==> config.mk <==
export PLATFORM = sky130hd
export DESIGN_NAME = umpc_top
export DESIGN_NICKNAME = d
export VERILOG_FILES = /design/src/core/umpc_fifo.v /design/src/core/umpc_top.v
export VERILOG_INCLUDE_DIRS = /design/src /design/src/core
export SDC_FILE = /design/constraint.sdc
export NUM_CORES = 1
export LEC_CHECK = 0
export BUFFER_PORTS_ARGS = -buffer_cell sky130_fd_sc_hd__clkbuf_2
export CELL_PAD_IN_SITES_DETAIL_PLACEMENT = 1
export CELL_PAD_IN_SITES_GLOBAL_PLACEMENT = 2
export CORE_AREA = 2 2 186 188
export CTS_BUF_LIST = sky130_fd_sc_hd__clkbuf_8
export DETAILED_ROUTE_END_ITERATION = 8
export DIE_AREA = 0 0 188 190
export HOLD_SLACK_MARGIN = 0.1
export PLACE_DENSITY = 0.77
export SLEW_MARGIN = 20
export SYNTH_ARGS = -nofsm -noshare
export SYNTH_HDL_FRONTEND = slang
export SYNTH_SLANG_ARGS = --single-unit
==> constraint.sdc <==
create_clock -name ref_clk -period 2.9 [get_ports ref_clk]
set_input_delay 0.29 -clock ref_clk [delete_from_list [all_inputs] [get_ports ref_clk]]
set_output_delay 0.29 -clock ref_clk [all_outputs]
set_load 0.005 [all_outputs]
==> src/core/umpc_defines.vh <==
// Constants for the two-port serial pin control block
`ifndef UMPC_DEFINES_VH
`define UMPC_DEFINES_VH
`define UMPC_LINE_MARK 1'b1
`define UMPC_READY_OFF_N 1'b1
`define UMPC_CLK_HZ 200000000
`define UMPC_BAUD_DEFAULT 115200
`define UMPC_FIFO_DEPTH 16
`define UMPC_DATA_BITS 8
`endif

==> src/core/umpc_fifo.v <==
// Synchronous FIFO with valid/ready on both sides
`default_nettype none
module umpc_fifo #(
   parameter WIDTH = 8,
   parameter DEPTH = 16,
   parameter AW = 4
) (
   input wire ref_clk,
   input wire rst,
   input wire in_valid,
   output wire in_ready,
   input wire [WIDTH-1:0] in_data,
   output wire out_valid,
   input wire out_ready,
   output wire [WIDTH-1:0] out_data
);
   reg [WIDTH-1:0] mem [0:DEPTH-1];
   reg [AW-1:0] wr_ptr;
   reg [AW-1:0] rd_ptr;
   reg [AW:0] count;
   wire do_wr;
   wire do_rd;
   assign in_ready = (count != DEPTH[AW:0]);
   assign out_valid = (count != {(AW+1){1'b0}});
   assign out_data = mem[rd_ptr];
   assign do_wr = in_valid && in_ready;
   assign do_rd = out_valid && out_ready;
   always @(posedge ref_clk) begin
      if (do_wr) begin
         mem[wr_ptr] <= in_data;
      end
   end
   always @(posedge ref_clk or posedge rst) begin
      if (rst) begin
         wr_ptr <= {AW{1'b0}};
         rd_ptr <= {AW{1'b0}};
         count <= {(AW+1){1'b0}};
      end else begin
         if (do_wr) begin
            wr_ptr <= (wr_ptr == DEPTH[AW-1:0] - 1'b1) ? {AW{1'b0}} : wr_ptr + 1'b1;
         end
         if (do_rd) begin
            rd_ptr <= (rd_ptr == DEPTH[AW-1:0] - 1'b1) ? {AW{1'b0}} : rd_ptr + 1'b1;
         end
         if (do_wr && !do_rd) begin
            count <= count + 1'b1;
         end else if (do_rd && !do_wr) begin
            count <= count - 1'b1;
         end
      end
   end
endmodule
`default_nettype wire

==> src/core/umpc_top.v <==
// Two serial ports: transmit path with FIFO, pin synchronisers and handshake pins
`include "umpc_defines.vh"
`default_nettype none
// How it works
// RL1 - On reset each serial output idles high until a frame starts.
// RL2 - Far modem pulls clear-to-send low when ready, high when not.
// RL3 - Clear-to-send level is readable as a modem status output.
// RL4 - Request-to-send is driven low when the port is ready to exchange data.
// RL5 - Reset forces request-to-send high.
// RL6 - Loopback mode holds request-to-send high regardless of software.
// RL7 - Two independent ports: fast port and console port.
// RL8 - Clear-to-send and serial inputs pass two flip-flops before use.
module umpc_top #(
   parameter BAUD_DIV_FAST = 16'h06C8,
   parameter BAUD_DIV_CONSOLE = 16'h06C8
) (
   input wire ref_clk,
   input wire rst,
   input wire fast_port_serial_in,
   output wire fast_port_serial_out,
   input wire fast_port_peer_ready_n,
   output wire fast_port_local_ready_n,
   input wire fast_tx_valid,
   output wire fast_tx_ready,
   input wire [7:0] fast_tx_data,
   input wire fast_rts_request,
   input wire fast_loopback,
   input wire fast_cts_flow,
   output wire fast_peer_ready,
   output wire fast_rx_level,
   input wire console_port_serial_in,
   output wire console_port_serial_out,
   input wire console_port_peer_ready_n,
   output wire console_port_local_ready_n,
   input wire console_tx_valid,
   output wire console_tx_ready,
   input wire [7:0] console_tx_data,
   input wire console_rts_request,
   input wire console_loopback,
   input wire console_cts_flow,
   output wire console_peer_ready,
   output wire console_rx_level
);
   wire [1:0] serial_in_pin;
   wire [1:0] peer_n_pin;
   wire [1:0] tx_valid;
   wire [1:0] tx_ready;
   wire [15:0] tx_data;
   wire [1:0] rts_request;
   wire [1:0] loopback;
   wire [1:0] cts_flow;
   wire [1:0] serial_out;
   wire [1:0] local_ready_n;
   wire [1:0] peer_ready;
   wire [1:0] rx_level;
   wire [31:0] baud_div;

   assign serial_in_pin = {console_port_serial_in, fast_port_serial_in};
   assign peer_n_pin = {console_port_peer_ready_n, fast_port_peer_ready_n};
   assign tx_valid = {console_tx_valid, fast_tx_valid};
   assign tx_data = {console_tx_data, fast_tx_data};
   assign rts_request = {console_rts_request, fast_rts_request};
   assign loopback = {console_loopback, fast_loopback};
   assign cts_flow = {console_cts_flow, fast_cts_flow};
   assign baud_div = {BAUD_DIV_CONSOLE[15:0], BAUD_DIV_FAST[15:0]};
   assign fast_port_serial_out = serial_out[0];
   assign console_port_serial_out = serial_out[1];
   assign fast_port_local_ready_n = local_ready_n[0];
   assign console_port_local_ready_n = local_ready_n[1];
   assign fast_tx_ready = tx_ready[0];
   assign console_tx_ready = tx_ready[1];
   assign fast_peer_ready = peer_ready[0];
   assign console_peer_ready = peer_ready[1];
   assign fast_rx_level = rx_level[0];
   assign console_rx_level = rx_level[1];

   genvar p;
   generate
      for (p = 0; p < 2; p = p + 1) begin : port // RL7
         reg [1:0] sin_sync;
         reg [1:0] cts_sync;
         reg rts_n;
         reg txd;
         reg [15:0] baud_cnt;
         reg baud_tick;
         reg [3:0] bit_cnt;
         reg [8:0] shifter;
         reg busy;
         wire f_valid;
         wire f_ready;
         wire [7:0] f_data;
         wire peer_ok;

         // Pins are asynchronous to ref_clk
         always @(posedge ref_clk or posedge rst) begin
            if (rst) begin
               sin_sync <= 2'b11; // RL8
               cts_sync <= 2'b11; // RL8
            end else begin
               sin_sync <= {sin_sync[0], serial_in_pin[p]}; // RL8
               cts_sync <= {cts_sync[0], peer_n_pin[p]}; // RL8
            end
         end
         // Low on the pin means the far end is ready
         assign peer_ok = ~cts_sync[1]; // RL2
         assign peer_ready[p] = peer_ok; // RL3
         assign rx_level[p] = loopback[p] ? txd : sin_sync[1];

         always @(posedge ref_clk or posedge rst) begin
            if (rst) begin
               rts_n <= `UMPC_READY_OFF_N; // RL5
            end else if (loopback[p]) begin
               rts_n <= `UMPC_READY_OFF_N; // RL6
            end else begin
               rts_n <= ~rts_request[p]; // RL4
            end
         end
         assign local_ready_n[p] = rts_n;

         umpc_fifo #(
            .WIDTH(`UMPC_DATA_BITS),
            .DEPTH(`UMPC_FIFO_DEPTH),
            .AW(4)
         ) tx_fifo (
            .ref_clk(ref_clk),
            .rst(rst),
            .in_valid(tx_valid[p]),
            .in_ready(tx_ready[p]),
            .in_data(tx_data[p*8 +: 8]),
            .out_valid(f_valid),
            .out_ready(f_ready),
            .out_data(f_data)
         );

         // Flow control stalls the FIFO so it really fills
         assign f_ready = !busy && (!cts_flow[p] || peer_ok || loopback[p]);

         always @(posedge ref_clk or posedge rst) begin
            if (rst) begin
               baud_cnt <= 16'h0000;
               baud_tick <= 1'b0;
            end else if (!busy) begin
               // Preload one so the start bit stands a full bit time; divider must be 2 or more
               baud_cnt <= 16'h0001;
               baud_tick <= 1'b0;
            end else if (baud_cnt == baud_div[p*16 +: 16] - 16'h0001) begin
               baud_cnt <= 16'h0000;
               baud_tick <= 1'b1;
            end else begin
               baud_cnt <= baud_cnt + 16'h0001;
               baud_tick <= 1'b0;
            end
         end

         always @(posedge ref_clk or posedge rst) begin
            if (rst) begin
               txd <= `UMPC_LINE_MARK; // RL1
               busy <= 1'b0;
               bit_cnt <= 4'h0;
               shifter <= 9'h1FF;
            end else if (!busy) begin
               txd <= `UMPC_LINE_MARK; // RL1
               if (f_valid && f_ready) begin
                  busy <= 1'b1;
                  txd <= 1'b0;
                  shifter <= {1'b1, f_data};
                  bit_cnt <= 4'h9;
               end
            end else if (baud_tick) begin
               if (bit_cnt == 4'h0) begin
                  busy <= 1'b0;
                  txd <= `UMPC_LINE_MARK;
               end else begin
                  txd <= shifter[0];
                  shifter <= {1'b1, shifter[8:1]};
                  bit_cnt <= bit_cnt - 4'h1;
               end
            end
         end
         // Loopback keeps the line marking towards the far end
         assign serial_out[p] = loopback[p] ? `UMPC_LINE_MARK : txd;
      end
   endgenerate
endmodule
`default_nettype wire

Yosys cells after proc, flatten, opt, wreduce, memory -nomap -nowiden
Memory sizes are Yosys's and may differ from the RTL's.
Cells that the tools add are included.
{"block": "op_classes", "n_addsub": 12, "n_mul": 0, "div_mod_pow": 0, "magnitude_cmp": 0, "eq_ne": 12, "shift": 0, "n_mux": 58, "bitwise": 4, "reduce_logical": 32}
{"operator": "two-way mux 9 bit", "count": 8}
{"operator": "two-way mux 16 bit", "count": 4}
{"operator": "two-way mux 4 bit", "count": 12}
{"operator": "adder 16 x 1 -> 16 bit, second input constant", "count": 2}
{"operator": "== test 16 x 11 -> 1 bit, second input constant", "count": 2}
{"operator": "two-way mux 1 bit", "count": 30}
{"operator": "two-way mux 5 bit", "count": 4}
{"operator": "adder 4 x 1 -> 4 bit, second input constant", "count": 4}
{"operator": "== test 4 bit, second input constant", "count": 4}
{"operator": "adder 5 x 1 -> 5 bit, second input constant", "count": 2}
{"operator": "logical AND 1 bit", "count": 10}
{"operator": "inequality test 5 bit, second input constant", "count": 2}
{"operator": "nonzero test 5 bit", "count": 2}
{"operator": "subtractor 5 x 1 -> 5 bit, second input constant", "count": 2}
{"operator": "zero test 1 bit", "count": 8}
{"operator": "zero test 4 bit", "count": 2}
{"operator": "inequality test 2 bit, second input constant", "count": 4}
{"operator": "nonzero test 2 bit", "count": 4}
{"operator": "subtractor 4 x 1 -> 4 bit, second input constant", "count": 2}
{"operator": "AND reduction 3 bit", "count": 2}
{"operator": "logical OR 1 bit", "count": 4}
{"operator": "inverter 1 bit", "count": 4}
{"block": "word_totals", "regBits": 100, "latch_bits": 0, "ram_bits": 256, "rom_bits": 0, "input_bits": 30, "output_inout_bits": 10, "wordCells": 144, "memories": 2}
{"memory": "port[0].tx_fifo.mem", "words": 16, "word_bits": 8, "rd": 1, "rd_ports_with_merged_regs": 0, "wr": 1, "line_no": "umpc_fifo.v:17", "text": "reg [WIDTH-1:0] mem [0:DEPTH-1];"}
{"memory": "port[1].tx_fifo.mem", "words": 16, "word_bits": 8, "rd": 1, "rd_ports_with_merged_regs": 0, "wr": 1, "line_no": "umpc_fifo.v:17"}

Longest topological paths before layout
Gate-level depths: netlist (run 1).
{"block": "logic_depth", "depth_word": 8, "ltp_mapped": 12}

By module
Synthesis (run 1) repeated with hierarchy kept, for this count alone.
{"block": "unflattened", "cells_unflattened": 983, "hier_area_um2": 15039.4}
{"mod": "umpc_fifo", "instances": 2, "cells_per_inst": 334, "area_each_um2": 5831.8, "seq_area_each_um2": 4169.0}
{"mod": "umpc_top", "instances": 1, "cells_per_inst": 315, "area_each_um2": 3375.7, "seq_area_each_um2": 1836.8}

Worst setup path before layout (run 1)
No wires, ideal clock.
{"block": "synth_path", "path_type": "flip-flop to flip-flop", "startpoint": "reg port[1].tx_fifo.count[0]", "endpoint": "reg port[1].tx_fifo.count[4]", "arrival_time_ns": 2.551, "required_time_ns": 2.777, "slack_ns": 0.227, "path_stages_with_launch": 13, "path_buffers": 1, "synth_period_minus_slack_ns": 2.673, "path_cell_list": "dfrtp_1 -> nor4_1 -> nand2_1 -> and2_1 -> clkbuf_1 -> ha_1 -> inv_1 -> ha_1 -> a21o_1 -> a21oi_1 -> xnor2_1 -> nor2_1 -> xnor2_1"}
{"block": "synth_between", "elab_chain_len": 5}
{"element": "start: declaration", "line_no": "umpc_fifo.v:20", "text": "reg [AW:0] count;"}
{"element": "start signal: assignment", "line_no": "umpc_fifo.v:37", "text": "count <= {(AW+1){1'b0}};"}
{"element": "start signal: assignment", "line_no": "umpc_fifo.v:46", "text": "count <= count + 1'b1;"}
{"element": "start signal: assignment", "line_no": "umpc_fifo.v:48", "text": "count <= count - 1'b1;"}
{"element": "inequality test 5 bit *", "line_no": "umpc_fifo.v:23", "text": "assign in_ready = (count != DEPTH[AW:0]);"}
{"element": "net console_tx_ready", "line_no": "umpc_top.v:36", "text": "output wire console_tx_ready,"}
{"element": "logical AND 1 bit *", "line_no": "umpc_fifo.v:26", "text": "assign do_wr = in_valid && in_ready;"}
{"element": "net port[1].tx_fifo.do_wr", "line_no": "umpc_fifo.v:21", "text": "wire do_wr;"}
{"element": "zero test 1 bit", "line_no": "umpc_fifo.v:47", "text": "end else if (do_rd && !do_wr) begin"}
{"element": "logical AND 1 bit", "line_no": "umpc_fifo.v:47"}
{"element": "nonzero test 2 bit (no source line)"}
Mark *: on every way through the listed nets, which the timed path passes. The rest lies on a longest branch. The select of a mux whose other input is x is not followed.
A chain may end at the register's enable or synchronous reset.

Worst setup path in the final report (run 1)
{"block": "layout_path", "startpoint": "reg port[0].tx_fifo.count[0]", "endpoint": "reg port[0].tx_fifo.count[4]"}
{"block": "layout_between", "elab_chain_len": 5}
{"element": "start: declaration", "line_no": "umpc_fifo.v:20"}
{"element": "start signal: assignment", "line_no": "umpc_fifo.v:37"}
{"element": "start signal: assignment", "line_no": "umpc_fifo.v:46"}
{"element": "start signal: assignment", "line_no": "umpc_fifo.v:48"}
{"element": "branches (longest 5 deep; another with subtractor 5 x 1 -> 5 bit)"}
Parallel ways; which one is timed is not known. The select of a mux whose other input is x is not followed.

==> impl_metrics.json, run 1 <==
{
  "area_delta_synth_final_pct": 15.6,
  "clkSinkCount": 354,
  "yosysSeqAreaShare": 0.694,
  "rsz0062_at_grt": "false",
  "die_x_um": 188,
  "synth_edf_count": 256,
  "crit_required_ns": 3.42,
  "wl_met3_um": 1690,
  "gp_congestion": 0.716,
  "rows": 68,
  "dr.max_layer_used": "met4",
  "yosys.area.top_type": "edfxtp_1",
  "antenna_found_initial": 0,
  "total_power_mw": 11.5,
  "dr.pass1.iters": 5,
  "met2_length_um": 15500,
  "ant_nets": 0,
  "critPathMaxStageDelay_ns": 0.44,
  "start_util": 0.432,
  "finalWirelength_um": 32000,
  "fin_hold_ws_ns": 0.157,
  "viasPerCell": 5.36,
  "post_cts_buffers": 0,
  "pin_count": 40,
  "crit_type": "reg2reg",
  "drt-met1-wl_um": 14100,
  "path_cells": "nor4_2, nand2_1, and2_1, ha_1, inv_1, ha_1, a21o_1, a21oi_1, xnor2_1, nor2_1, xnor2_1",
  "grt_max_degree": 57,
  "finalCritPeriodShare": 0.904,
  "final_common_cell": "edfxtp_1",
  "yosysUniqueCellTypes": 44,
  "worst_slew_pin_slew_ns": 0.752,
  "final_cell_mix": "edfxtp_1, nor2_1, dfrtp_1",
  "yosys.area.top_type_share": 0.524,
  "setup_tns_ns": 0,
  "dp_hpwl_um": 20100,
  "arrival_ns": 3.14,
  "grt_pass1_wl_um": 50800,
  "track_usage": 0.187,
  "fin_crit_ns": 2.62,
  "p_leak_nw": 6.39,
  "synth_warnings": 0,
  "async_flop_share": 0.277,
  "final_util": 0.499,
  "syn_nets": 953,
  "worstSetupStartpointType": "register",
  "die_h_um": 190,
  "diodes": 0,
  "grt_pass1_vias": 8904,
  "gr-total-overflow": 0,
  "setup_viol": 0,
  "wl_per_cell_um": 20.8,
  "ir_drop_uv": 670,
  "synth_area_leaders": "edfxtp_1, dfrtp_1, mux4_1",
  "avgSynthCellArea_um2": 16.3,
  "status": "finished, final reports clean",
  "insertion_delay_ns": 0.66,
  "fmax_mhz": 381,
  "hold_path_class": "in2reg",
  "nets": 1091,
  "drive_gt1_frac": 0.215,
  "synthFlopType": "edfxtp_1",
  "core_um2": 33900,
  "io_buffers": 39,
  "maxSlewHeadroom": 0.497,
  "clk_pin_slew_ns": 0.06,
  "path_buf_inv": 1,
  "worstPathMaxFanout": 4,
  "hold_viol_final": 0,
  "slew_viol_final": 0,
  "clock_skew_ns": 0.0315,
  "worst_setup_path_end_kind": "register",
  "htreeDepth": 2,
  "syn_area_um2": 14700,
  "maxCapViolCount": 0,
  "ctsRootBufferMaster": "clkbuf_8",
  "drtIter0Drc": 580,
  "synthCells": 897,
  "crit_slowest_cell": "dfrtp_1",
  "crit_family": "simple AND/OR/NAND/NOR gates",
  "p_per_area_nw_per_um2": 680,
  "design.die.area_um2": 35700,
  "via_count": 8243,
  "cts_buffers": 59,
  "drc_errors": 0,
  "cts_tree": "done",
  "synth-seq-cells": 354,
  "cts_max_path_buffers": 3
}
-- area by class of cell --
class | instances | area (um2)
clock buffers | 61 | 840
well taps | 455 | 569
inverters | 24 | 92.6
clock inverters | 47 | 223
fillers | 3254 | 17000
multi-input cells | 480 | 4190
repair buffers | 116 | 851
flip-flops and latches | 354 | 10200
-- per-layer routing --
layer | global-route usage | vias up
met5 | 0 | -
met4 | 0.0663 | 0
met3 | 0.0376 | 51
met2 | 0.305 | 208
met1 | 0.250 | 4256
li1 | - | 3728
-- stage by stage --
stage,setup WS (ns),cell area [um2],instances
floorplan,0.0943,14700,897
global placement,0.229,15600,1403
detailed placement,0.170,15600,1403
CTS,0.148,16900,1537
global route,0.0561,16900,1537
finish,0.279,16900,1537
-- power breakdown --
part | total, mW | switching [mW] | internal (mW)
registers | 6.20 | 0.277 | 5.92
clock network | 3.97 | 2.01 | 1.97
logic | 1.35 | 0.783 | 0.569
-- Yosys cell counts, types with 3 or more instances --
master,count
a21o_1,9
clkbuf_1,18
mux2_2,4
nand2_1,51
nor3_1,14
dfrtp_1,70
nand3_1,21
nor2b_1,6
dfstp_2,28
a22oi_1,28
a21oi_1,51
nand2b_1,8
ha_1,24
mux4_2,26
nand4_1,10
buf_6,7
nor4_1,8
mux4_1,40
and3_1,6
xnor2_1,22
and2_1,7
inv_1,22
xor2_1,24
buf_1,4
buf_4,3
edfxtp_1,256
o21ai_0,20
buf_2,7
nor2_1,79
-- repair_timing --
item / 4_1_cts / 5_1_grt
endpoints found under the setup margin: 0 / 2
hold buffers: 26 / 0
resized for setup: 0 / 2
endpoints found under the hold margin: 268 / 0
-- kinds of logic (layout without fill, tap and decap cells) --
| kind of cell | after synthesis | count (layout) | share of synthesized area |
|---|---|---|---|
| flops | 354 | 354 | 0.694 |
| fa+ha+maj | 26 | 26 | 0.0232 |
| xor+xnor | 46 | 46 | 0.0275 |
| simple gates | 221 | 221 | 0.0704 |
| compound gates | 117 | 117 | 0.0489 |
| buf+inv | 63 | 248 | 0.0211 |
| mux | 70 | 70 | 0.115 |
-- final timing paths --
path	start	to	slack, ns	cells past startpoint
min in group asynchronous	rst	port[1].baud_cnt[9]$_DFF_PP0_	0.32	3
max in group asynchronous	rst	port[0].sin_sync[0]$_DFF_PP1_	1.81	4
worst min-delay path	fast_tx_data[1]	port[0].tx_fifo.mem[7][1]$_DFFE_PP_	0.16	1
worst max register to register	port[0].tx_fifo.count[0]$_DFFE_PP0P_	port[0].tx_fifo.count[4]$_DFFE_PP0P_	0.28	11
worst min register to register	port[0].cts_sync[0]$_DFF_PP1_	port[0].cts_sync[1]$_DFF_PP1_	0.36	0
worst max-delay path	port[0].tx_fifo.count[0]$_DFFE_PP0P_	port[0].tx_fifo.count[4]$_DFFE_PP0P_	0.28	11
-- sequential cells by signal (all words and copies together) (netlist names) --
register,count
port.busy,2
port.cts_sync,4
port.sin_sync,4
port.txd,2
fast_port_local_ready_n,1
port.tx_fifo.mem,256
port.baud_tick,2
port.tx_fifo.count,10
console_port_local_ready_n,1
port.shifter,16
port.tx_fifo.rd_ptr,8
port.tx_fifo.wr_ptr,8
port.baud_cnt,32
port.bit_cnt,8
Note: power is estimated with default switching activity, not from simulation.
==> run 2: changes to the inputs <==
--- a/config.mk
+++ b/config.mk
@@ -15,6 +15,7 @@
 export DIE_AREA = 0 0 188 190
 export HOLD_SLACK_MARGIN = 0.1
 export PLACE_DENSITY = 0.77
+export REMOVE_ABC_BUFFERS = 1
 export SLEW_MARGIN = 20
 export SYNTH_ARGS = -nofsm -noshare
 export SYNTH_HDL_FRONTEND = slang
==> impl_metrics.json, run 2 (synthesis results as in run 1) <==
{
  "ir_drop_uv": 689,
  "regMostFlops": "port.tx_fifo.mem",
  "crit_type": "reg2reg",
  "insertion_delay_ns": 0.68,
  "hold_viol_final": 0,
  "gr-total-overflow": 0,
  "maxCapViolCount": 0,
  "p_per_area_nw_per_um2": 695,
  "fin_hold_ws_ns": 0.142,
  "cts_buffers": 60,
  "maxSlewHeadroom": 0.456,
  "finalCritPeriodShare": 0.897,
  "dp.cells": 1398,
  "worst_setup_path_end_kind": "register",
  "final_area_um2": 17000,
  "grt_pass1_vias": 8731,
  "viasPerCell": 5.29,
  "p_comb_frac": 0.112,
  "hold_path_class": "in2reg",
  "clk_pin_slew_ns": 0.06,
  "wl_per_cell_um": 20.2,
  "core_um2": 33900,
  "drive_gt1_frac": 0.221,
  "top_regs": "port.tx_fifo.mem x256, port.baud_cnt x32, port.shifter x16",
  "dr.pass1.iters": 4,
  "io_buffers": 39,
  "fmax_mhz": 384,
  "die_h_um": 190,
  "arrival_ns": 3.14,
  "track_usage": 0.179,
  "drc_errors": 0,
  "clock_skew_ns": 0.0619,
  "fillers": 3296,
  "largest_reg_flops": 256,
  "worstSetupStartpointType": "register",
  "status": "finished, final reports clean",
  "final_cell_mix": "edfxtp_1, nor2_1, dfrtp_1",
  "slew_viol_final": 0,
  "post_cts_buffers": 0,
  "via_count": 8083,
  "start_util": 0.432,
  "crit_required_ns": 3.44,
  "cts_tree": "done",
  "rows": 68,
  "p_leak_nw": 6.38,
  "regArea_um2": 10200,
  "clkSinkCount": 354,
  "antenna_found_initial": 0,
  "net-switching-power_mw": 3.06,
  "htreeDepth": 2,
  "worst_slew_pin_slew_ns": 0.813,
  "dp_hpwl_um": 19400,
  "setup_viol": 0,
  "clock_power_share": 0.365,
  "worstPathMaxFanout": 4,
  "area_delta_synth_final_pct": 16.0,
  "grt_max_degree": 49,
  "power_frac_seq": 0.523,
  "cts_max_path_buffers": 3,
  "multi_input_area_um2": 4190,
  "ctsRootBufferMaster": "clkbuf_8",
  "die_x_um": 188,
  "gp_congestion": 0.727,
  "power.internal_mw": 8.75,
  "sw_frac_of_total": 0.259,
  "ant_nets": 0,
  "setup_tns_ns": 0,
  "rsz0062_at_grt": "false",
  "final_cells": 1529,
  "diodes": 0,
  "finalWirelength_um": 30900,
  "drtIter0Drc": 536,
  "grt_pass1_wl_um": 49100,
  "design.die.area_um2": 35700,
  "dpl_cell_area_um2": 15600,
  "nets": 1085,
  "fin_crit_ns": 2.60,
  "pin_count": 40,
  "final_common_cell": "edfxtp_1"
}
==> run 2: timing repair <==
action,in CTS,in global routing
endpoints found under the hold margin,242,0
gates resized for setup,0,2
setup endpoints to repair,0,2
hold buffers,24,0
==> run 2: path summary, 6_finish.rpt <==
check	slack, ns	cells after the start	to	start
hold / removal	0.14	1	port[0].tx_fifo.mem[9][2]$_DFFE_PP_	fast_tx_data[2]
max in group asynchronous	1.84	4	port[1].shifter[5]$_DFFE_PP1P_	rst
hold reg to reg	0.35	0	port[1].cts_sync[1]$_DFF_PP1_	port[1].cts_sync[0]$_DFF_PP1_
min in group asynchronous	0.27	3	port[0].tx_fifo.wr_ptr[1]$_DFFE_PP0P_	rst
setup / recovery	0.30	11	port[1].tx_fifo.count[4]$_DFFE_PP0P_	port[1].tx_fifo.count[0]$_DFFE_PP0P_
setup reg to reg	0.30	11	port[1].tx_fifo.count[4]$_DFFE_PP0P_	port[1].tx_fifo.count[0]$_DFFE_PP0P_
==> run 2: metrics by stage <==
stage,setup WS (ns),utilization,power [mW]
floorplan,0.0943,-,7.04
global placement,0.248,0.459,7.50
detailed placement,0.118,0.459,7.57
CTS,0.121,0.500,12.0
global route,0.0667,0.501,12.4
finish,0.299,0.501,11.8
==> run 2: layout make-up <==
type / instances / share of cell area
Tap cell: 455 / 0.0335
Clock buffer: 65 / 0.0526
Multi-Input combinational cell: 480 / 0.246
Timing Repair Buffer: 109 / 0.0481
Clock inverter: 42 / 0.0154
Sequential cell: 354 / 0.599
Inverter: 24 / 0.00545
==> run 2: routing by layer <==
layer  track usage  vias to the layer above  share of wire
met4        0.0594                        0          0.023
met5             0                        -              0
met2         0.293                      142           0.48
met3        0.0386                       60          0.043
li1              -                     3713              -
met1         0.241                     4168           0.46
==> run 2: power groups by stage <==
| stage | sequential (mW) | combinational [mW] | clock, mW |
|---|---|---|---|
| 2_1_floorplan | 6.19 | 0.856 | 0 |
| 3_3_place_gp | 6.24 | 1.26 | 0 |
| 3_5_place_dp | 6.26 | 1.31 | 0 |
| 4_1_cts | 6.17 | 1.35 | 4.46 |
| 5_1_grt | 6.22 | 1.48 | 4.66 |
| 6_report | 6.17 | 1.33 | 4.31 |
==> run 2: worst max-delay path, stage by stage, from the launching register on <==
cell and delay, ns:
dfrtp_1 0.44, nor4_2 0.40, nand2_1 0.13, and2_1 0.20, ha_1 0.21, inv_1 0.15, ha_1 0.29, a21o_1 0.19
a21oi_1 0.16, xnor2_1 0.14, nor2_1 0.07, xnor2_1 0.13
==> run 3: changes to the inputs <==
--- a/config.mk
+++ b/config.mk
@@ -14,6 +14,7 @@
 export DETAILED_ROUTE_END_ITERATION = 8
 export DIE_AREA = 0 0 188 190
 export HOLD_SLACK_MARGIN = 0.1
+export MAX_ROUTING_LAYER = met4
 export PLACE_DENSITY = 0.77
 export REMOVE_ABC_BUFFERS = 1
 export SLEW_MARGIN = 20
==> impl_metrics.json, run 3 (synthesis results as in run 1) <==
{
  "slew_viol_final": 0,
  "setup_viol": 0,
  "design.die.area_um2": 35700,
  "drc_errors": 0,
  "die_h_um": 190,
  "io_buffers": 39,
  "total_power_mw": 11.8,
  "crit_slowest_cell": "dfrtp_1",
  "crit_type": "reg2reg",
  "fin_crit_ns": 2.60,
  "worstPathMaxFanout": 4,
  "cts_tree": "done",
  "multi_input_area_um2": 4190,
  "worst_slew_pin_slew_ns": 0.812,
  "critPathMaxStageDelay_ns": 0.44,
  "clock_skew_ns": 0.0629,
  "insertion_delay_ns": 0.68,
  "maxCapViolCount": 0,
  "final_common_cell": "edfxtp_1",
  "cts_max_path_buffers": 3,
  "gr-total-overflow": 0,
  "via_count": 8037,
  "nets": 1085,
  "fmax_mhz": 384,
  "arrival_ns": 3.14,
  "dp_hpwl_um": 19400,
  "cts_buffers": 60,
  "die_x_um": 188,
  "grt_max_degree": 49,
  "drtIter0Drc": 520,
  "finalWirelength_um": 30800,
  "path_buf_inv": 1,
  "top_regs": "port.tx_fifo.mem x256, port.baud_cnt x32, port.shifter x16",
  "regMostFlops": "port.tx_fifo.mem",
  "ir_drop_uv": 690,
  "crit_family": "simple AND/OR/NAND/NOR gates",
  "pin_count": 40,
  "wl_per_cell_um": 20.2,
  "finalCritPeriodShare": 0.897,
  "grt_pass1_vias": 8739,
  "track_usage": 0.185,
  "path_cells": "nor4_2, nand2_1, and2_1, ha_1, inv_1, ha_1, a21o_1, a21oi_1, xnor2_1, nor2_1, xnor2_1",
  "area_delta_synth_final_pct": 16.0,
  "ant_nets": 0,
  "grt_pass1_wl_um": 49200,
  "diodes": 0,
  "dpl_cell_area_um2": 15600,
  "hold_viol_final": 0,
  "largest_reg_flops": 256,
  "status": "finished, final reports clean",
  "p_leak_nw": 6.38,
  "crit_required_ns": 3.44,
  "maxSlewHeadroom": 0.456,
  "worstSetupStartpointType": "register",
  "antenna_found_initial": 0,
  "start_util": 0.432,
  "final_area_um2": 17000,
  "worst_setup_path_end_kind": "register",
  "clk_pin_slew_ns": 0.06,
  "p_per_area_nw_per_um2": 695,
  "setup_tns_ns": 0,
  "viasPerCell": 5.26,
  "core_um2": 33900,
  "regArea_um2": 10200,
  "clkSinkCount": 354,
  "fillers": 3296,
  "rows": 68,
  "drive_gt1_frac": 0.221,
  "gp_congestion": 0.736,
  "rsz0062_at_grt": "false",
  "fin_hold_ws_ns": 0.140,
  "final_cell_mix": "edfxtp_1, nor2_1, dfrtp_1",
  "hold_path_class": "in2reg",
  "htreeDepth": 2,
  "dr.pass1.iters": 5,
  "ctsRootBufferMaster": "clkbuf_8"
}
run 3: repair_timing:
action,in CTS,in global routing
gates resized for setup,0,2
hold buffers,24,0
endpoints found under the setup margin,0,2
setup buffers,0,0
hold endpoints to repair,242,0
run 3: through the flow:
| stage | util | cells | worst slack [ns] |
|---|---|---|---|
| 6_report | 0.501 | 1529 | 0.299 |
| 5_1_grt | 0.501 | 1529 | 0.0667 |
| 4_1_cts | 0.500 | 1529 | 0.121 |
| 3_5_place_dp | 0.459 | 1398 | 0.118 |
| 3_3_place_gp | 0.459 | 1398 | 0.248 |
| 2_1_floorplan | - | 858 | 0.0943 |
run 3: layout make-up:
class | count | share of cell area
flip-flops and latches | 354 | 0.599
multi-input cells | 480 | 0.246
inverters | 24 | 0.00545
clock inverters | 42 | 0.0154
well taps | 455 | 0.0335
clock buffers | 65 | 0.0526
repair buffers | 109 | 0.0481
run 3: path summary, 6_finish.rpt:
kind                       cells past startpoint                                    end  slack (ns)                                  from
max                                           11   port[1].tx_fifo.count[4]$_DFFE_PP0P_        0.30  port[1].tx_fifo.count[0]$_DFFE_PP0P_
min                                            1    port[0].tx_fifo.mem[2][4]$_DFFE_PP_        0.14                       fast_tx_data[4]
max reg2reg                                   11   port[1].tx_fifo.count[4]$_DFFE_PP0P_        0.30  port[1].tx_fifo.count[0]$_DFFE_PP0P_
min reg2reg                                    0          port[1].cts_sync[1]$_DFF_PP1_        0.35         port[1].cts_sync[0]$_DFF_PP1_
max in group asynchronous                      4         port[1].shifter[5]$_DFFE_PP1P_        1.84                                   rst
min in group asynchronous                      3  port[0].tx_fifo.wr_ptr[1]$_DFFE_PP0P_        0.26                                   rst
run 3: worst reg2reg max path, cell delays in order, from the launching register on:
cell and delay [ns]:
dfrtp_1 0.44, nor4_2 0.40, nand2_1 0.13, and2_1 0.20
ha_1 0.21, inv_1 0.15, ha_1 0.29, a21o_1 0.19
a21oi_1 0.16, xnor2_1 0.14, nor2_1 0.07, xnor2_1 0.13
run 3: power by group:
group | switching [mW] | leakage (nW) | internal (mW)
Sequential | 0.249 | 3.47 | 5.92
Combinational | 0.757 | 2.24 | 0.567
Clock | 2.06 | 0.665 | 2.26
Total | 3.07 | 6.38 | 8.75
run 3: per-layer routing:
metal	routed length (um)	part of all wire	track usage
met5	0	0	-
met4	707	0.023	0.0594
met3	1380	0.045	0.0384
met2	14800	0.48	0.294
met1	13900	0.45	0.240
